### config.mk
export PLATFORM = sky130hd
export DESIGN_NAME = bstx_top
export DESIGN_NICKNAME = d
export VERILOG_FILES = /design/src/include/bstx_pkg.sv /design/src/include/bstx_crc_if.sv /design/src/design/bstx_crc16.sv /design/src/design/bstx_sync2.sv /design/src/design/bstx_top.sv
export SDC_FILE = /design/constraint.sdc
export NUM_CORES = 1
export LEC_CHECK = 0
export CAP_MARGIN = 10
export CORE_MARGIN = 2
export CORE_UTILIZATION = 55
export CTS_CLUSTER_DIAMETER = 200
export DETAILED_ROUTE_END_ITERATION = 16
export DONT_BUFFER_PORTS = 1
export PLACE_DENSITY = 0.8
export SLEW_MARGIN = 15
export SYNTH_ARGS = -nofsm -noshare
export SYNTH_HDL_FRONTEND = slang
export SYNTH_SLANG_ARGS = --single-unit
### constraint.sdc
create_clock -name pclk -period 3.7 [get_ports pclk]
set_input_delay 0.74 -clock pclk [delete_from_list [all_inputs] [get_ports pclk]]
set_output_delay 0.74 -clock pclk [all_outputs]
set_load 0.01 [all_outputs]
### src/include/bstx_pkg.sv
package bstx_pkg;
  // ----------------------------------------------------------------------
  // Register map, byte addresses on the APB bus
  // ----------------------------------------------------------------------
  localparam logic [7:0] OFS_CTRL     = 8'h00;
  localparam logic [7:0] OFS_TXDATA   = 8'h04;
  localparam logic [7:0] OFS_VECTOR   = 8'h08;
  localparam logic [7:0] OFS_IRQ_STAT = 8'h0c;
  localparam logic [7:0] OFS_IRQ_CLR  = 8'h10;
  localparam logic [7:0] OFS_IRQ_EN   = 8'h14;
  // ----------------------------------------------------------------------
  // Pointer values and commands carried by the control port
  // ----------------------------------------------------------------------
  localparam logic [2:0] PTR_CMD      = 3'h0;
  localparam logic [2:0] PTR_INT_MODE = 3'h1;
  localparam logic [2:0] PTR_VECTOR   = 3'h2;
  localparam logic [2:0] PTR_RX_CTRL  = 3'h3;
  localparam logic [2:0] PTR_LINE_FMT = 3'h4;
  localparam logic [2:0] PTR_TX_CTRL  = 3'h5;
  localparam logic [2:0] PTR_SYNC1    = 3'h6;
  localparam logic [2:0] PTR_SYNC2    = 3'h7;
  localparam int         CMD_LSB      = 3;
  localparam logic [2:0] CMD_RST_EXT  = 3'h2;
  localparam logic [2:0] CMD_CHAN_RST = 3'h3;
  localparam logic [2:0] CMD_RST_TXIP = 3'h5;
  localparam int         CRC_CMD_LSB  = 6;
  localparam logic [1:0] CRC_CMD_GEN  = 2'h1;
  localparam logic [1:0] CRC_CMD_EOM  = 2'h3;
  // ----------------------------------------------------------------------
  // Field positions inside the write registers
  // ----------------------------------------------------------------------
  localparam int         IM_EXT_EN    = 0;
  localparam int         IM_TX_IE     = 1;
  localparam int         IM_SAV       = 2;
  localparam int         IM_WR_READY  = 6;
  localparam int         IM_WR_EN     = 7;
  localparam int         RC_AUTO      = 5;
  localparam int         LF_PAR_EN    = 0;
  localparam int         LF_PAR_EVEN  = 1;
  localparam int         LF_SYNC_LSB  = 4;
  localparam int         LF_CLK_LSB   = 6;
  localparam logic [1:0] SYNC_16      = 2'h1;
  localparam logic [1:0] CLK_X1       = 2'h0;
  localparam int         TC_CRC_EN    = 0;
  localparam int         TC_RTS       = 1;
  localparam int         TC_TX_EN     = 3;
  localparam int         TC_BREAK     = 4;
  localparam int         TC_DTR       = 7;
  // ----------------------------------------------------------------------
  // Status, interrupt and vector layout
  // ----------------------------------------------------------------------
  localparam int         ST_INT       = 1;
  localparam int         ST_TBE       = 2;
  localparam int         ST_DCD       = 3;
  localparam int         ST_CTS       = 5;
  localparam int         ST_EOM       = 6;
  localparam int         IRQ_TBE      = 0;
  localparam int         IRQ_EXT      = 1;
  localparam int         IRQ_W        = 2;
  localparam int         VEC_LSB      = 1;
  localparam logic [2:0] VEC_TBE      = 3'h0;
  localparam logic [2:0] VEC_EXT      = 3'h1;
  localparam logic [2:0] VEC_NONE     = 3'h3;
  // ----------------------------------------------------------------------
  // Character framing and checksum
  // ----------------------------------------------------------------------
  localparam logic [4:0]  LEN_DATA    = 5'd8;
  localparam logic [4:0]  LEN_PAR     = 5'd9;
  localparam logic [4:0]  LEN_WORD    = 5'd16;
  localparam logic [15:0] CRC_POLY    = 16'ha001;
  localparam logic [15:0] CRC_INIT    = 16'h0000;
  typedef enum logic [1:0] {BSTX_DATA, BSTX_CRC, BSTX_SYNC} bstx_kind_t;
endpackage : bstx_pkg
### src/include/bstx_crc_if.sv
`timescale 1ns/1ps
interface bstx_crc_if;
  logic        clr;
  logic        step;
  logic        bit_in;
  logic [15:0] value;
  modport gen  (input clr, input step, input bit_in, output value);
  modport user (output clr, output step, output bit_in, input value);
endinterface : bstx_crc_if

### src/design/bstx_crc16.sv
`timescale 1ns/1ps
module bstx_crc16 #(
  parameter logic [15:0] POLY = bstx_pkg::CRC_POLY
) (
  // Clock and reset
  input wire logic pclk,
  input wire logic presetn,
  // Checksum port
  bstx_crc_if.gen  crc
);
  import bstx_pkg::*;

  logic [15:0] crc_reg;
  logic [15:0] crc_next;
  logic        fb;

  // Bits go out least significant first, so the reflected form is used.
  assign fb       = crc_reg[0] ^ crc.bit_in;
  assign crc_next = (crc_reg >> 1) ^ (fb ? POLY : CRC_INIT);
  assign crc.value = crc_reg;

  always_ff @(posedge pclk or negedge presetn) begin
    if (!presetn) begin
      crc_reg <= CRC_INIT;
    end else if (crc.clr) begin
      crc_reg <= CRC_INIT;
    end else if (crc.step) begin
      crc_reg <= crc_next;
    end
  end
endmodule : bstx_crc16

### src/design/bstx_sync2.sv
`timescale 1ns/1ps
module bstx_sync2 #(
  parameter int         W         = 1,
  parameter logic [W-1:0] RST_VAL = '1
) (
  // Clock and reset
  input  wire logic         pclk,
  input  wire logic         presetn,
  // Asynchronous level in, synchronised level out
  input  wire logic [W-1:0] d_in,
  output logic      [W-1:0] q_out
);
  logic [W-1:0] meta_reg;

  always_ff @(posedge pclk or negedge presetn) begin
    if (!presetn) begin
      meta_reg <= RST_VAL;
      q_out    <= RST_VAL;
    end else begin
      meta_reg <= d_in;
      q_out    <= meta_reg;
    end
  end
endmodule : bstx_sync2

### src/design/bstx_top.sv
`timescale 1ns/1ps
module bstx_top #(
  parameter bit          IS_SECOND = 1'b1
) (
  // APB slave
  input  wire logic        pclk,
  input  wire logic        presetn,
  input  wire logic        psel,
  input  wire logic        penable,
  input  wire logic        pwrite,
  input  wire logic [7:0]  paddr,
  input  wire logic [31:0] pwdata,
  output logic      [31:0] prdata,
  output logic             pready,
  output logic             pslverr,
  // Serial line and modem pins
  input  wire logic        tx_clk,
  input  wire logic        cts_n,
  input  wire logic        dcd_n,
  output logic             txd,
  output logic             rts_n,
  output logic             dtr_n,
  // Transfer pacing and interrupt
  output logic             wait_n,
  output logic             ready_n,
  output logic             irq
);
  import bstx_pkg::*;

  // ----------------------------------------------------------------------
  // State
  // ----------------------------------------------------------------------
  logic [2:0]        ptr_reg;
  logic [7:0]        interrupt_mode_reg, vector_reg, receive_control_reg;
  logic [7:0]        line_format_reg, transmit_control_reg;
  logic [7:0]        first_sync_char_reg, second_sync_char_reg;
  logic [7:0]        buf_reg;
  logic              buf_full_reg, underrun_end_of_message_flag;
  logic              ext_latch_reg, cts_prev_reg, dcd_prev_reg, eom_prev_reg;
  logic [IRQ_W-1:0]  irq_stat_reg, irq_en_reg, irq_stat_next;
  logic [15:0]       shift_reg;
  logic [4:0]        left_reg;
  logic              incl_reg, crc_busy_reg, txd_reg, tbe_prev_reg;
  logic              clk_prev_reg;
  logic [2:0]        pins_s;
  bstx_crc_if        crc ();

  bstx_sync2 #(.W(3), .RST_VAL(3'h7)) u_sync (
    .pclk    (pclk),
    .presetn (presetn),
    .d_in    ({tx_clk, cts_n, dcd_n}),
    .q_out   (pins_s)
  );

  bstx_crc16 u_crc (
    .pclk    (pclk),
    .presetn (presetn),
    .crc     (crc.gen)
  );

  // ----------------------------------------------------------------------
  // APB decode
  // ----------------------------------------------------------------------
  wire acc      = psel & penable;
  wire hit_ctrl = paddr == OFS_CTRL;
  wire hit_txd  = paddr == OFS_TXDATA;
  wire hit_vec  = paddr == OFS_VECTOR;
  wire hit_ist  = paddr == OFS_IRQ_STAT;
  wire hit_icl  = paddr == OFS_IRQ_CLR;
  wire hit_ien  = paddr == OFS_IRQ_EN;
  wire mapped   = hit_ctrl | hit_txd | hit_vec | hit_ist | hit_icl | hit_ien;
  wire wr_mode  = interrupt_mode_reg[IM_WR_EN];
  wire wait_sel = wr_mode & ~interrupt_mode_reg[IM_WR_READY];
  wire rdy_sel  = wr_mode & interrupt_mode_reg[IM_WR_READY];
  // A data write into a full buffer is held in wait mode, else dropped.
  wire stall    = acc & pwrite & hit_txd & buf_full_reg & wait_sel;
  wire drop     = acc & pwrite & hit_txd & buf_full_reg & ~wait_sel;
  wire do_wr    = acc & pwrite & ~stall;
  wire ctrl_wr  = do_wr & hit_ctrl;
  wire cmd_wr   = ctrl_wr & (ptr_reg == PTR_CMD);
  wire reg_wr   = ctrl_wr & (ptr_reg != PTR_CMD);
  wire [2:0] cmd     = pwdata[CMD_LSB +: 3];
  wire [1:0] crc_cmd = pwdata[CRC_CMD_LSB +: 2];
  wire chan_rst = cmd_wr & (cmd == CMD_CHAN_RST);
  wire ext_clr  = cmd_wr & (cmd == CMD_RST_EXT);
  wire txip_clr = cmd_wr & (cmd == CMD_RST_TXIP);
  wire eom_clr  = cmd_wr & (crc_cmd == CRC_CMD_EOM);
  wire gen_clr  = cmd_wr & (crc_cmd == CRC_CMD_GEN);
  wire data_wr  = do_wr & hit_txd & ~buf_full_reg;

  assign pready  = ~stall;
  assign pslverr = acc & pready & (~mapped | drop);
  assign wait_n  = ~stall;
  assign ready_n = ~(rdy_sel & ~buf_full_reg &
                     transmit_control_reg[TC_TX_EN]);

  // ----------------------------------------------------------------------
  // Line and status decode
  // ----------------------------------------------------------------------
  wire cts_act  = ~pins_s[1];
  wire dcd_act  = ~pins_s[0];
  wire tick     = clk_prev_reg & ~pins_s[2];
  wire tx_en    = transmit_control_reg[TC_TX_EN];
  wire auto_en  = receive_control_reg[RC_AUTO];
  wire x1_mode  = line_format_reg[LF_CLK_LSB +: 2] == CLK_X1;
  wire tx_go    = tx_en & x1_mode & (~auto_en | cts_act);
  wire load     = tick & tx_go & (left_reg == 5'd0);
  wire tbe      = ~buf_full_reg & ~crc_busy_reg;
  wire tbe_rise = tbe & ~tbe_prev_reg;
  wire ext_chg  = (cts_act != cts_prev_reg) | (dcd_act != dcd_prev_reg) |
                  (underrun_end_of_message_flag != eom_prev_reg);
  wire ext_set  = ext_chg & interrupt_mode_reg[IM_EXT_EN];

  // Character choice: data first, then CRC once, then fill syncs.
  bstx_kind_t kind;
  assign kind = buf_full_reg ? BSTX_DATA :
                (~underrun_end_of_message_flag ? BSTX_CRC :
                 BSTX_SYNC);

  wire par_en   = line_format_reg[LF_PAR_EN];
  wire par_bit  = line_format_reg[LF_PAR_EVEN] ? ^buf_reg : ~^buf_reg;
  wire sync16   = line_format_reg[LF_SYNC_LSB +: 2] == SYNC_16;
  wire [15:0] data_word = par_en ? {7'h00, par_bit, buf_reg}
                                 : {8'h00, buf_reg};
  wire [15:0] sync_word = sync16 ? {second_sync_char_reg, first_sync_char_reg}
                                 : {8'h00, first_sync_char_reg};
  wire [4:0]  data_len  = par_en ? LEN_PAR : LEN_DATA;
  wire [4:0]  sync_len  = sync16 ? LEN_WORD : LEN_DATA;
  wire [15:0] char_word = (kind == BSTX_DATA) ? data_word :
                          (kind == BSTX_CRC) ? crc.value : sync_word;
  wire [4:0]  char_len  = (kind == BSTX_DATA) ? data_len :
                          (kind == BSTX_CRC) ? LEN_WORD : sync_len;
  // The enable is sampled as the character enters the shifter.
  wire incl_new = (kind == BSTX_DATA) &
                  transmit_control_reg[TC_CRC_EN];
  wire shifting = tick & tx_en & (left_reg != 5'd0);

  assign crc.clr    = chan_rst | gen_clr | (load & (kind == BSTX_CRC));
  assign crc.step   = (load & incl_new) | (shifting & incl_reg);
  assign crc.bit_in = load ? char_word[0] : shift_reg[0];

  // ----------------------------------------------------------------------
  // Register file behind the pointer
  // ----------------------------------------------------------------------
  always_ff @(posedge pclk or negedge presetn) begin
    if (!presetn) begin
      ptr_reg              <= PTR_CMD;
      interrupt_mode_reg   <= 8'h00;
      vector_reg           <= 8'h00;
      receive_control_reg  <= 8'h00;
      line_format_reg      <= 8'h00;
      transmit_control_reg <= 8'h00;
      first_sync_char_reg  <= 8'h00;
      second_sync_char_reg <= 8'h00;
    end else if (chan_rst) begin
      ptr_reg              <= PTR_CMD;
      interrupt_mode_reg   <= 8'h00;
      receive_control_reg  <= 8'h00;
      line_format_reg      <= 8'h00;
      transmit_control_reg <= 8'h00;
    end else if (cmd_wr) begin
      ptr_reg <= pwdata[2:0];
    end else if (reg_wr) begin
      ptr_reg <= PTR_CMD;
      unique case (ptr_reg)
        PTR_INT_MODE: interrupt_mode_reg   <= pwdata[7:0];
        PTR_VECTOR:   vector_reg           <= pwdata[7:0];
        PTR_RX_CTRL:  receive_control_reg  <= pwdata[7:0];
        PTR_LINE_FMT: line_format_reg      <= pwdata[7:0];
        PTR_TX_CTRL:  transmit_control_reg <= pwdata[7:0];
        PTR_SYNC1:    first_sync_char_reg  <= pwdata[7:0];
        PTR_SYNC2:    second_sync_char_reg <= pwdata[7:0];
        default:      ptr_reg              <= PTR_CMD;
      endcase
    end
  end

  // ----------------------------------------------------------------------
  // Buffer, underrun flag and status latches
  // ----------------------------------------------------------------------
  always_ff @(posedge pclk or negedge presetn) begin
    if (!presetn) begin
      buf_reg                      <= 8'h00;
      buf_full_reg                 <= 1'b0;
      underrun_end_of_message_flag <= 1'b1;
      ext_latch_reg                <= 1'b0;
    end else if (chan_rst) begin
      buf_full_reg                 <= 1'b0;
      underrun_end_of_message_flag <= 1'b1;
      ext_latch_reg                <= 1'b0;
    end else begin
      if (data_wr) begin
        buf_reg      <= pwdata[7:0];
        buf_full_reg <= 1'b1;
      end else if (load && kind == BSTX_DATA) begin
        buf_full_reg <= 1'b0;
      end
      // Loading the CRC sets the flag again, so it is sent only once.
      if (load && kind == BSTX_CRC) begin
        underrun_end_of_message_flag <= 1'b1;
      end else if (eom_clr) begin
        underrun_end_of_message_flag <= 1'b0;
      end
      ext_latch_reg <= ext_set | (ext_latch_reg & ~ext_clr);
    end
  end

  always_ff @(posedge pclk or negedge presetn) begin
    if (!presetn) begin
      cts_prev_reg <= 1'b0;
      dcd_prev_reg <= 1'b0;
      eom_prev_reg <= 1'b1;
      tbe_prev_reg <= 1'b1;
      clk_prev_reg <= 1'b1;
      irq_stat_reg <= '0;
      irq_en_reg   <= '0;
    end else begin
      cts_prev_reg <= cts_act;
      dcd_prev_reg <= dcd_act;
      eom_prev_reg <= underrun_end_of_message_flag;
      tbe_prev_reg <= tbe;
      clk_prev_reg <= pins_s[2];
      irq_stat_reg <= irq_stat_next;
      if (do_wr && hit_ien) begin
        irq_en_reg <= pwdata[IRQ_W-1:0];
      end
    end
  end

  // Set wins over any clear arriving in the same cycle.
  wire [IRQ_W-1:0] irq_set = {ext_set,
                              tbe_rise & interrupt_mode_reg[IM_TX_IE]};
  wire [IRQ_W-1:0] irq_clr = ((do_wr & hit_icl) ? pwdata[IRQ_W-1:0] : '0) |
                             {ext_clr | chan_rst, txip_clr | chan_rst};
  assign irq_stat_next = irq_set | (irq_stat_reg & ~irq_clr);
  assign irq = |(irq_stat_reg & irq_en_reg);

  // ----------------------------------------------------------------------
  // Serial shifter, one bit per falling link clock edge
  // ----------------------------------------------------------------------
  always_ff @(posedge pclk or negedge presetn) begin
    if (!presetn) begin
      shift_reg    <= 16'h0000;
      left_reg     <= 5'd0;
      incl_reg     <= 1'b0;
      crc_busy_reg <= 1'b0;
      txd_reg      <= 1'b1;
    end else if (chan_rst || !tx_en) begin
      // Disabled: the line marks, or spaces while break is asked for.
      left_reg     <= 5'd0;
      crc_busy_reg <= 1'b0;
      txd_reg      <= ~transmit_control_reg[TC_BREAK];
    end else if (load) begin
      txd_reg      <= char_word[0];
      shift_reg    <= char_word >> 1;
      left_reg     <= char_len - 5'd1;
      incl_reg     <= incl_new;
      crc_busy_reg <= kind == BSTX_CRC;
    end else if (shifting) begin
      txd_reg   <= shift_reg[0];
      shift_reg <= shift_reg >> 1;
      left_reg  <= left_reg - 5'd1;
    end
  end

  assign txd   = txd_reg;
  assign rts_n = ~transmit_control_reg[TC_RTS];
  assign dtr_n = ~transmit_control_reg[TC_DTR];

  // ----------------------------------------------------------------------
  // Read side
  // ----------------------------------------------------------------------
  wire [2:0] cause = irq_stat_reg[IRQ_EXT] ? VEC_EXT :
                     (irq_stat_reg[IRQ_TBE] ? VEC_TBE : VEC_NONE);
  wire       sav   = IS_SECOND & interrupt_mode_reg[IM_SAV];
  wire [7:0] vec_rd = sav ? {vector_reg[7:4], cause, vector_reg[0]}
                          : vector_reg;
  wire [7:0] status = {1'b0, underrun_end_of_message_flag, cts_act, 1'b0,
                       dcd_act, tbe, irq, 1'b0};
  assign prdata = (!acc || pwrite) ? 32'h0000_0000 :
                  hit_ctrl ? {24'h000000, status} :
                  hit_vec  ? {24'h000000, vec_rd} :
                  hit_ist  ? {30'h0, irq_stat_reg} :
                  hit_ien  ? {30'h0, irq_en_reg} : 32'h0000_0000;
endmodule : bstx_top

## Word level (Yosys, flattened, before mapping)

Index checks and enable logic that the tools add are counted.

| storage, ports and cells | value |
|---|---|
| bits in registers | 122 |
| input bits | 48 |
| word-level logic and storage cells | 227 |
| output and inout port bits | 40 |

| operators by class | value |
|---|---|
| bitwise operators | 78 |
| mux-type cells | 59 |
| eq/ne operators | 23 |
| $add $sub $neg | 2 |
| reduce and logical (&&, ||, !) cells | 39 |

Operator list:

| kind | count |
|---|---|
| $mux 16 | 8 |
| $mux 8 | 15 |
| $and 1x1->1 | 39 |
| $mux 5 | 6 |
| $mux 6 | 4 |
| $not 1->1 | 18 |
| $eq 8x4->1 const B | 2 |
| $eq 8x5->1 const B | 2 |
| $reduce_bool 2->1 | 8 |
| $xor 15x16->16 | 1 |
| $eq 3x3->1 const B | 5 |
| $reduce_bool 3->1 | 5 |
| $mux 1 | 14 |
| $mux 2 | 7 |
| $or 1x1->1 | 14 |
| $eq 3x2->1 const B | 4 |
| $reduce_and 3->1 | 4 |
| $reduce_and 4->1 | 3 |
| $sub 5x1->5 const B | 2 |
| $mux 3 | 3 |
| $mux 9 | 1 |
| $eq 8x3->1 const B | 1 |
| $logic_not 8->1 | 1 |
| $reduce_xnor 8->1 | 1 |
| other kinds (20) | 33 |

## Logic depth before layout (Yosys ltp)

Gate-level depths: netlist (run 1).

| logic depth | value |
|---|---|
| word-level depth | 15 |
| mapped depth | 11 |
| mapped depth without buffers | 9 |

## Hierarchy

Synthesis (run 1) repeated with hierarchy kept, for this count alone.

| second synthesis, totals | value |
|---|---|
| cells, all modules | 526 |
| area, all modules | 5,500.3 sq um |

By module, submodules not included:

| module | instances | seq. area each (sq um) | cells each | area each (sq um) |
|---|---|---|---|---|
| bstx_top | 1 | 2,158.3 | 461 | 4,645.7 |
| bstx_crc16 | 1 | 400.4 | 59 | 696.9 |
| bstx_sync2 | 1 | 157.7 | 6 | 157.7 |

## Least setup slack after synthesis (run 1)

OpenSTA, ideal clock, no wires.

| timing | value |
|---|---|
| kind | input to output |
| start point | input port paddr[7] |
| end point | output port prdata[2] |
| data arrival time | 2,407 ps |
| data required time | 2,960 ps |
| slack | 553 ps |
| path buffers | 0 |
| stages | 4 |
| path through | or4_1 -> or3_1 -> or4_1 -> a211oi_1 |

| on the way | value |
|---|---|
| longest elaborated chain between the ends | 4 |
| elaborated cells between the ends (all ways) | 5 |
| those cells by class | 1 x eq/ne; 3 x mux; 1 x reduce/logical |

Ends and longest elaborated chain:

| item | line | source |
|---|---|---|
| start, declared | bstx_top.sv:11 | `input wire logic [7:0] paddr,` |
| $eq 8x4->1 | bstx_top.sv:67 | `wire hit_vec = paddr == OFS_VECTOR;` |
| $mux 8 | bstx_top.sv:282 | `hit_vec ? {24'h000000, vec_rd} :` |
| $mux 8 * | bstx_top.sv:281 | `hit_ctrl ? {24'h000000, status} :` |
| $mux 8 * | bstx_top.sv:280 | `assign prdata = (!acc \|\| pwrite) ? 32'h0000_0000 :` |
| end, declared | bstx_top.sv:13 | `output logic [31:0] prdata,` |

Mark *: on every way between the ends. The rest lies on a longest branch, timed or not.

## Worst setup path after layout (run 1)

Same ends and word-level chain as after synthesis.

==> qor.txt, run 1 <==
setup TNS -> 0 ps
Top cell by count, worst path -> or4_1
Max Clock Freq -> 305 MHz
Pleak -> 2.53 nW
Syn-to-layout area delta -> 3.58%
fillcell total -> 825
die width -> 104 um
Port Buffer Count -> 0
core footprint -> 9770 um^2
Max-Cap Viols -> 0
Synth Area per Inst -> 10.4 um^2
fin crit period -> 3280 ps
Worst slew margin -> 34.2%
clk buf depth -> 2
chip height -> 104 um
Setup crit start kind -> primary input
Compound-Gate Fraction of Synth Area -> 10.7%
Peak VDD IR -> 0.316 mV
yosys warns -> 0
vias per cell -> 5.96
root buffer cell -> clkbuf_8
Synth Cell Area -> 5550 um^2
count of hold buffers inserted by post-cts repair -> 0
final number of setup-violating endpoints -> 0
Seq/Total Area, Yosys -> 48.9%
worst setup margin -> 417 ps
Antenna Cells -> 0
Clock Skews -> 14.6 ps
Synth area leaders -> dfrtp_1 (44%), mux2_2 (9.5%), dfstp_2 (5.2%)
outcome -> completed
WP data arrival -> 2540 ps
die area -> 10900 um^2
vias in the first global route -> 3782
global-route wire length before repair -> 19.4 mm
GPL Wtd Cong -> 0.850
post-synthesis async set-or-reset flop share -> 100%
routed len/inst -> 18.0 um
leading area contributor after synthesis -> dfrtp_1
Tcrit/Tclk final -> 88.7%
Place WS -> 407 ps
initial antenna violation count -> 0
CP Cell Sequence -> or4_1, or3_1, or4_1, a211oi_1
critical path's largest stage delay -> 570 ps
# clock sinks -> 108
main combinational cell family by area after synthesis -> simple AND/OR/NAND/NOR gates
Synth Instances -> 535
fin nets -> 570
Worst-Margin Slew -> 987 ps
Register Area -> 2720 um^2
share of the synthesized area in the top cell type -> 43.7%
Inst Count DP -> 643
RSZ-0062 raised after global routing -> false
CTS tree -> yes
Synth Area in Simple Gates -> 16.2%
critical path fanouts, max -> 4
Adder-Cell Fraction of Synth Area -> 0.225%
Antenna Nets Post-Route -> 0
post_cts resized -> 0
Min-Delay Path Class -> primary input to asynchronous set/reset pin
Final Hold Viols -> 0
xor and xnor fraction of the mapped netlist area -> 2.73%
Top FF cell, synth -> dfrtp_1
area post-placement -> 5540 um^2
via count -> 3928
total setup buffers inserted after CTS -> 0
Overflow after GRT -> 0
CP Class -> primary input to output port
CP max-delay cell -> or4_1
max-slew violation count -> 0
I/O Pins -> 88
FF+latch count, synth -> 108
Non-Filler Instances -> 659
Worst-Skew Late Latency -> 380 ps
Power Total -> 2.95 mW
crit end category -> output port
Final Instance Area -> 5750 um^2
proportion of synthesized area in mux cells -> 14.4%
drt pass-1 iters -> 5
row cnt -> 36
maximum number of pins on one net before global-route repair -> 109
PD cells -> 512 nW/um^2
clk slew on worst S/H paths -> 110 ps
Initial Util -> 56.8%
count of cell types in the netlist -> 56
H-tree Lvls -> 3
HPWL after detailed placement -> 8.15 mm
gr usage total -> 22.4%
# DRC -> 0
Largest register FFs -> 16
layout cells sized above 1 -> 16.9%
Post-synth EDFFs -> 0
area of the multi-input gates -> 2560 um^2
routed wire length -> 11.9 mm
DRT iter0 DRCs -> 240
CTS Buf Count -> 9
Req. time, crit path -> 2960 ps
cell usage in the layout (no fill, tap or decap), types with 10 or more instances in the layout:
cell type | synthesis | final
mux2i_1 | 27 | 27
a31oi_1 | 20 | 19
mux2_2 | 47 | 47
nor3_1 | 18 | 18
conb_1 | 1 | 24
nand2_1 | 38 | 38
nor2_1 | 53 | 53
clkbuf_8 | 0 | 10
dfrtp_1 | 97 | 97
inv_1 | 13 | 13
nor2b_1 | 12 | 12
dfstp_2 | 11 | 11
o21ai_0 | 20 | 20
a21oi_1 | 24 | 24
cell families after synthesis:
| kind of cell | Yosys count |
|---|---|
| muxes | 74 |
| other | 1 |
| DFF | 108 |
| AOI/OAI and AO/OA | 94 |
| buffers and inverters | 69 |
| xor gates and xnor gates | 14 |
| and+or+nand+nor | 174 |
| adders and majority gates | 1 |
cell usage after synthesis (all sizes together) (2+ instances only):
cell type  number
dfrtp          97
nor2           53
mux2           47
nand2          38
buf            34
mux2i          27
a21oi          24
clkbuf         22
o21ai          21
a31oi          20
nor3           18
inv            13
nor2b          12
dfstp          11
nand3           9
xnor2           9
nor4            7
nand4           6
and3            5
o31ai           5
or4             5
a22o            4
nand2b          4
nand3b          4
nand4b          4
a211oi          3
and3b           3
o211ai          3
o21a            3
or3             3
xor2            3
a311oi          2
area by class of cell:
| class | count | area share, % |
|---|---|---|
| sequential | 108 | 47.2 |
| multi-input combinational | 381 | 44.5 |
| tap | 133 | 2.89 |
| clock buffer | 11 | 2.46 |
| clock inverter | 5 | 1.04 |
| timing repair buffer | 8 | 1.04 |
| inverter | 13 | 0.848 |
stage by stage:
| stage | util, % | hold slack, ps |
|---|---|---|
| 2_1_floorplan | - | 345 |
| 3_3_place_gp | 56.7 | 346 |
| 3_5_place_dp | 56.7 | 347 |
| 4_1_cts | 58.8 | 29.7 |
| 5_1_grt | 58.8 | 28.5 |
| 6_report | 58.8 | 36.3 |
routing by layer:
metal	GRT usage, %	wire [um]	vias to the layer above
li1	-	-	1820
met1	29.9	5140	1919
met2	35.9	5600	163
met3	4.76	848	26
met4	8.78	272	0
met5	0	0	-
power breakdown:
part,total (mW),switching [mW],internal (mW),leakage [nW]
clock network,0.739,0.405,0.335,0.0999
registers,1.58,0.205,1.37,1.35
logic,0.629,0.337,0.292,1.08
total,2.95,0.946,2.00,2.53
worst max-delay path, delay by kind of cell:
family,cells,cell delay (ps)
simple gates,3,1420
compound gates,1,380
final timing paths:
check	from	slack [ps]	cells past startpoint	end
min in group pclk	cts_n	350	0	u_sync.meta_reg[1]
worst min register to register	u_sync.meta_reg[0]	360	0	u_sync.q_out[0]
worst max register to register	left_reg[1]	880	6	u_crc.crc.value[13]
max in group asynchronous	presetn	3400	0	u_sync.meta_reg[0]
worst min-delay path	presetn	40	0	shift_reg[14]
worst max-delay path	paddr[7]	420	4	prdata[2]
No activity file was read; power rests on OpenSTA's default activity.
==> inputs of run 2 (changes only) <==
--- a/config.mk
+++ b/config.mk
@@ -13,3 +13,3 @@
 export DONT_BUFFER_PORTS = 1
-export PLACE_DENSITY = 0.8
+export PLACE_DENSITY_LB_ADDON = 0.05
 export SLEW_MARGIN = 15
==> constraint.sdc (replaced) <==
create_clock -name pclk -period 3.7 [get_ports pclk]
set_input_delay 0.185 -clock pclk [delete_from_list [all_inputs] [get_ports pclk]]
set_output_delay 0.185 -clock pclk [all_outputs]
set_load 0.01 [all_outputs]
==> run 2 against run 1 <==
  * Flip-flop and latch count is the same
  * Global-route usage grew 2.1 points
  * Setup slack gained 500 ps
  * Combinational power grew 15%
  * Highest routed layer unchanged
==> qor.txt, run 2 (synthesis gave the netlist of run 1 again) <==
initial antenna violation count -> 0 (unchanged)
Register Area -> 2720 um^2 (unchanged)
maximum number of pins on one net before global-route repair -> 109 (unchanged)
GPL Wtd Cong -> 0.853 (was 0.850)
Req. time, crit path -> 4000 ps (was 2960 ps)
Pleak -> 2.60 nW (was 2.53 nW)
Comb power frac -> 23.5% (was 21.3%)
gr usage total -> 24.5% (was 22.4%)
post_cts resized -> 0 (unchanged)
clk slew on worst S/H paths -> 100 ps (was 110 ps)
routed wire length -> 12.8 mm (was 11.9 mm)
H-tree Lvls -> 3 (unchanged)
Tcrit/Tclk final -> 75.1% (was 88.7%)
Sw Pwr -> 0.997 mW (was 0.946 mW)
HPWL after detailed placement -> 8.49 mm (was 8.15 mm)
hold path cells -> 2
clk buf depth -> 2 (unchanged)
layout cells sized above 1 -> 16.7% (was 16.9%)
Largest register FFs -> 16 (unchanged)
max-slew violation count -> 0 (unchanged)
final number of setup-violating endpoints -> 0 (unchanged)
PD cells -> 521 nW/um^2 (was 512 nW/um^2)
Final Hold Viols -> 0 (unchanged)
Worst slew margin -> 49.7% (was 34.2%)
drt pass-1 iters -> 4 (was 5)
worst setup margin -> 920 ps (was 417 ps)
fin crit period -> 2780 ps (was 3280 ps)
Max Clock Freq -> 360 MHz (was 305 MHz)
RSZ-0062 raised after global routing -> false (unchanged)
Antenna Cells -> 0 (unchanged)
die area -> 10900 um^2 (unchanged)
vias in the first global route -> 3728 (was 3782)
# clock sinks -> 108 (unchanged)
fillcell total -> 862 (was 825)
crit end category -> register (was output port)
die width -> 104 um (unchanged)
setup TNS -> 0 ps (unchanged)
CTS Buf Count -> 9 (unchanged)
commonest non-fill, non-tap cell in the layout -> dfrtp_1 (unchanged)
CP Class -> register to register (was primary input to output port)
most frequent cells in the layout -> dfrtp_1 (97), nor2_1 (53), mux2_2 (47) (unchanged)
total setup buffers inserted after CTS -> 0 (unchanged)
Inst Count DP -> 643 (unchanged)
CTS tree -> yes (unchanged)
Seq pwr share -> 49.9% (was 53.6%)
share of power burned in the clock network -> 26.5% (was 25.1%)
via count -> 3887 (was 3928)
Port Buffer Count -> 0 (unchanged)
I/O Pins -> 88 (unchanged)
WP data arrival -> 3080 ps (was 2540 ps)
vias per cell -> 5.78 (was 5.96)
Antenna Nets Post-Route -> 0 (unchanged)
chip height -> 104 um (unchanged)
root buffer cell -> clkbuf_8 (unchanged)
Util after Layout -> 60.6% (was 58.8%)
Initial Util -> 56.8% (unchanged)
CP Cell Sequence -> or4_1, nor4_2, buf_4, mux2i_1, xor3_1, a211oi_1 (was or4_1, or3_1, or4_1, a211oi_1)
switch share -> 32.3% (was 32.1%)
row cnt -> 36 (unchanged)
Clock Skews -> 13.5 ps (was 14.6 ps)
Worst-Margin Slew -> 749 ps (was 987 ps)
CP max-delay cell -> or4_1 (unchanged)
Max-Cap Viols -> 0 (unchanged)
critical path fanouts, max -> 9 (was 4)
Peak VDD IR -> 0.296 mV (was 0.316 mV)
critical path's largest stage delay -> 660 ps (was 570 ps)
internal power -> 2.09 mW (was 2.00 mW)
global-route wire length before repair -> 20.5 mm (was 19.4 mm)
Worst-Skew Late Latency -> 390 ps (was 380 ps)
# DRC -> 0 (unchanged)
fin nets -> 583 (was 570)
Syn-to-layout area delta -> 6.67% (was 3.58%)
R2R cell count -> 6 (unchanged)
Non-Filler Instances -> 672 (was 659)
area of the multi-input gates -> 2560 um^2 (unchanged)
core footprint -> 9770 um^2 (unchanged)
Place WS -> 934 ps (was 407 ps)
Setup crit start kind -> register (was primary input)
outcome -> completed (unchanged)
Power Total -> 3.08 mW (was 2.95 mW)
Min-Delay Path Class -> primary input to register (was primary input to asynchronous set/reset pin)
DRT iter0 DRCs -> 213 (was 240)
routed len/inst -> 19.1 um (was 18.0 um)
Overflow after GRT -> 0 (unchanged)
-- run 2: cell types whose count changed in the layout (fill, tap and decap cells not counted) --
| cell | before | now |
|---|---|---|
| dlygate4sd3_1 | 0 | 12 |
| buf_16 | 0 | 1 |
| bufinv_16 | 1 | 2 |
| clkinv_2 | 1 | 0 |
| clkinv_4 | 1 | 0 |
| clkinvlp_4 | 1 | 2 |
-- run 2: stage by stage --
stage                     instance area, um^2  hold slack [ps]
after floorplan                          5640             -111
after global placement                   5540             -107
after detailed placement                 5540             -107
after CTS                                5910             3.66
after global routing                     5920             16.5
final                                    5920             11.2
-- run 2: worst max-delay path, delay by kind of cell, from the launching register on --
family | cells | cell delay (ps)
compound gates | 1 | 230
xor+xnor | 1 | 300
buf+inv | 1 | 230
flops | 1 | 420
mux | 1 | 480
simple gates | 2 | 1050
-- run 2: cell type report --
cell class,count,area share (%)
Sequential cell,108,45.9
Multi-Input combinational cell,381,43.2
Timing Repair Buffer,21,3.51
Tap cell,133,2.81
Clock buffer,11,2.39
Clock inverter,5,1.42
Inverter,13,0.824
-- run 2: power by group through the flow --
stage | clock network, mW | logic, mW | registers [mW]
after floorplan | 0 | 0.586 | 1.50
after global placement | 0 | 0.668 | 1.55
after detailed placement | 0 | 0.674 | 1.56
after CTS | 0.834 | 0.722 | 1.54
after global routing | 0.881 | 0.818 | 1.57
final | 0.817 | 0.726 | 1.54
-- run 2: final timing paths --
kind / from / end / slack [ps]
setup / recovery: left_reg[1] / u_crc.crc.value[13] / 920
hold / removal: pwdata[6] / buf_reg[6] / 10
setup reg to reg: left_reg[1] / u_crc.crc.value[13] / 920
hold reg to reg: u_sync.meta_reg[0] / u_sync.q_out[0] / 360
max in group asynchronous: presetn / u_sync.q_out[2] / 2870
min in group asynchronous: presetn / shift_reg[3] / 360
-- run 2: repair_timing --
action / 4_1_cts / 5_1_grt
hold buffers: 13 / 0
endpoints found under the setup margin: 0 / 0
hold endpoints to repair: 149 / 0
-- run 2: per-layer routing --
layer / vias up / global-route usage, % / wire, um
met5: - / 0 / 0
li1: 1843 / - / -
met3: 12 / 5.33 / 819
met4: 0 / 6.37 / 125
met2: 116 / 36.2 / 5740
met1: 1916 / 36.8 / 6150
==> inputs of run 3 (changes only) <==
- ABC_AREA: default -> 1
- clock period: 3.7 -> 2.3 ns (I/O delays scaled with it)
==> run 3 against run 2 <==
  * The flow now finishes with violations (hold timing)
  * Power grew 22%
  * Area after synthesis rose by 5.8%
  * Critical endpoint is now u_crc.crc.value[15]
  * Worst hold slack got worse by 600 ps
  * Final cell count up 32%
  * First-iteration DRC count is 59% higher
==> qor.txt, run 3 <==
outcome -> finished with violations (was completed)
failing checks -> hold timing
Final Instance Area -> 6210 um^2 (was 5920 um^2)
Top FF cell, synth -> dfrtp_1 (unchanged)
drt pass-1 iters -> 5 (was 4)
Initial Util -> 56.9% (was 56.8%)
Overflow after GRT -> 0 (unchanged)
Seq/Total Area, Yosys -> 46.3% (was 48.9%)
# DRC -> 0 (unchanged)
Syn-to-layout area delta -> 5.69% (was 6.67%)
Largest register FFs -> 16 (unchanged)
CTS tree -> yes (unchanged)
Antenna Nets Post-Route -> 0 (unchanged)
DRT iter0 DRCs -> 339 (was 213)
fin nets -> 792 (was 583)
count of hold buffers inserted by post-cts repair -> 11 (was 13)
final number of setup-violating endpoints -> 0 (unchanged)
leading area contributor after synthesis -> dfrtp_1 (unchanged)
global-route wire length before repair -> 22.0 mm (was 20.5 mm)
post-synthesis async set-or-reset flop share -> 100% (unchanged)
maximum number of pins on one net before global-route repair -> 109 (unchanged)
clk buf depth -> 2 (unchanged)
max-slew violation count -> 0 (unchanged)
Peak VDD IR -> 0.396 mV (was 0.296 mV)
Post-synth EDFFs -> 0 (unchanged)
WP data arrival -> 2360 ps (was 3080 ps)
CP Class -> register to register (unchanged)
GPL Wtd Cong -> 0.910 (was 0.853)
commonest non-fill, non-tap cell in the layout -> nand2_1 (was dfrtp_1)
fillcell total -> 941 (was 862)
vias per cell -> 5.23 (was 5.78)
Port Buffer Count -> 0 (unchanged)
Post-synth top cells -> nand2_1 (204), dfrtp_1 (97), inv_1 (90) (was dfrtp_1 (97), nor2_1 (53), mux2_2 (47))
met2 GRT Util -> 38.2% (was 36.2%)
critical path fanouts, max -> 24 (was 9)
clk slew on worst S/H paths -> 90 ps (was 100 ps)
setup TNS -> 0 ps (unchanged)
Final Hold Viols -> 108 (was 0)
routed wire length -> 13.5 mm (was 12.8 mm)
Tcrit/Tclk final -> 88.7% (was 75.1%)
I/O Pins -> 88 (unchanged)
initial antenna violation count -> 0 (unchanged)
area post-placement -> 5910 um^2 (was 5540 um^2)
Pleak -> 2.85 nW (was 2.60 nW)
row cnt -> 37 (was 36)
HPWL after detailed placement -> 9.78 mm (was 8.49 mm)
root buffer cell -> clkbuf_8 (unchanged)
via count -> 4621 (was 3887)
core footprint -> 10300 um^2 (was 9770 um^2)
RSZ-0062 raised after global routing -> false (unchanged)
die width -> 107 um (was 104 um)
post_cts resized -> 0 (unchanged)
die area -> 11500 um^2 (was 10900 um^2)
chip height -> 107 um (was 104 um)
layout cells sized above 1 -> 12.3% (was 16.7%)
Worst-Margin Slew -> 620 ps (was 749 ps)
most frequent cells in the layout -> nand2_1 (204), dfrtp_1 (97), inv_1 (90) (was dfrtp_1 (97), nor2_1 (53), mux2_2 (47))
Synth Instances -> 732 (was 535)
Setup crit start kind -> register (unchanged)
Worst-Skew Late Latency -> 390 ps (about the same)
Final Hold Slack -> -585 ps (was 11.2 ps)
total setup buffers inserted after CTS -> 0 (unchanged)
Synth Cell Area -> 5870 um^2 (was 5550 um^2)
Worst slew margin -> 58.6% (was 49.7%)
share of the synthesized area in the top cell type -> 41.3% (was 43.7%)
FF+latch count, synth -> 108 (unchanged)
Clock Skews -> 9.63 ps (was 13.5 ps)
Synth Area per Inst -> 8.02 um^2 (was 10.4 um^2)
most frequent cell after synthesis -> nand2_1 (was dfrtp_1)
PD cells -> 608 nW/um^2 (was 521 nW/um^2)
CTS Buf Count -> 9 (unchanged)
yosys warns -> 0 (unchanged)
Antenna Cells -> 0 (unchanged)
routed len/inst -> 15.3 um (was 19.1 um)
Max Clock Freq -> 490 MHz (was 360 MHz)
Max-Cap Viols -> 0 (unchanged)
vias in the first global route -> 4232 (was 3728)
count of cell types in the netlist -> 43 (was 56)
Req. time, crit path -> 2620 ps (was 4000 ps)
GR peak layer -> met2 (was met1)
gr usage total -> 25.3% (was 24.5%)
# clock sinks -> 108 (unchanged)
Min-Delay Path Class -> primary input to asynchronous set/reset pin (was primary input to register)
H-tree Lvls -> 3 (unchanged)
fin crit period -> 2040 ps (was 2780 ps)
Synth area leaders -> dfrtp_1 (41%), nand2_1 (13%), inv_1 (5.8%) (was dfrtp_1 (44%), mux2_2 (9.5%), dfstp_2 (5.2%))
GR Util met3 -> 5.93% (was 5.33%)
crit end category -> register (unchanged)
met1 Use GR -> 36.8% (about the same)
-- run 3: changes by cell type after synthesis, moves of 16 or more --
cell / before / now
a31oi_1: 20 / 0
clkbuf_1: 22 / 6
inv_1: 13 / 90
mux2_2: 47 / 0
mux2i_1: 27 / 0
nand2_1: 38 / 204
nand3_1: 9 / 42
nor2_1: 53 / 36
o21ai_1: 0 / 56
-- run 3: cell type report --
class                   instances  area (um^2)  share of cell area [%]
well taps                     136          170                    2.74
inverters                     102          383                    6.17
multi-input cells             497         2520                    40.7
repair buffers                 25          228                    3.67
clock buffers                  12          135                    2.18
flip-flops and latches        108         2720                    43.8
clock inverters                 4         51.3                   0.826
-- run 3: critical path: stages, from the launching register on --
cell and delay (ps):
dfstp_2 630, nand2_1 80, nand2_1 70, nor2_1 40, nand2_1 130, buf_4 280, nand2_1 70, nand2_1 130
nand2_1 80, nand2_1 110, nand2_1 80, o21ai_1 90, inv_1 80, nor2_4 90
-- run 3: logic make-up (layout without fill, tap and decap cells) --
| kind of cell | after synthesis | after routing | share of synthesized area [%] |
|---|---|---|---|
| xor gates and xnor gates | 7 | 7 | 1.04 |
| other | 1 | 24 | 0.0639 |
| DFF | 108 | 108 | 46.3 |
| and+or+nand+nor | 332 | 332 | 27.2 |
| adders and majority gates | 1 | 1 | 0.213 |
| AOI/OAI and AO/OA | 133 | 133 | 12.9 |
| buffers and inverters | 150 | 143 | 12.2 |
-- run 3: path summary, 6_finish.rpt --
path / end / slack (ps) / start / cells after the start
min in group pclk: vector_reg[2] / 30 / pwdata[2] / 2
max in group asynchronous: u_sync.q_out[2] / 2660 / presetn / 0
setup / recovery: u_crc.crc.value[15] / 260 / u_sync.q_out[1] / 13
hold / removal: dcd_prev_reg / -590 / presetn / 0
hold reg to reg: u_sync.q_out[0] / 360 / u_sync.meta_reg[0] / 0
setup reg to reg: u_crc.crc.value[15] / 260 / u_sync.q_out[1] / 13
-- run 3: through the flow --
| stage | setup slack (ps) | hold slack, ps | std cells | total power [mW] | utilization, % |
|---|---|---|---|---|---|
| 2_1_floorplan | 494 | -181 | 755 | 2.56 | - |
| 3_3_place_gp | 334 | -178 | 857 | 2.64 | 57.3 |
| 3_5_place_dp | 283 | -178 | 857 | 2.65 | 57.3 |
| 4_1_cts | 255 | -613 | 884 | 3.81 | 60.1 |
| 5_1_grt | 69.0 | -617 | 884 | 3.99 | 60.1 |
| 6_report | 259 | -585 | 884 | 3.77 | 60.1 |
-- run 3: per-layer routing --
layer / part of all wire (%) / up-vias
met2: 45 / 129
met5: 0 / -
met4: 1.5 / 0
met1: 48 / 2157
li1: - / 2316
met3: 6.4 / 19
-- run 3: where the power goes --
group	total, mW	switching (mW)	leakage, nW	internal, mW
sequential	2.10	0.0766	1.39	2.02
combinational	0.542	0.335	1.37	0.207
clock	1.13	0.629	0.0906	0.505
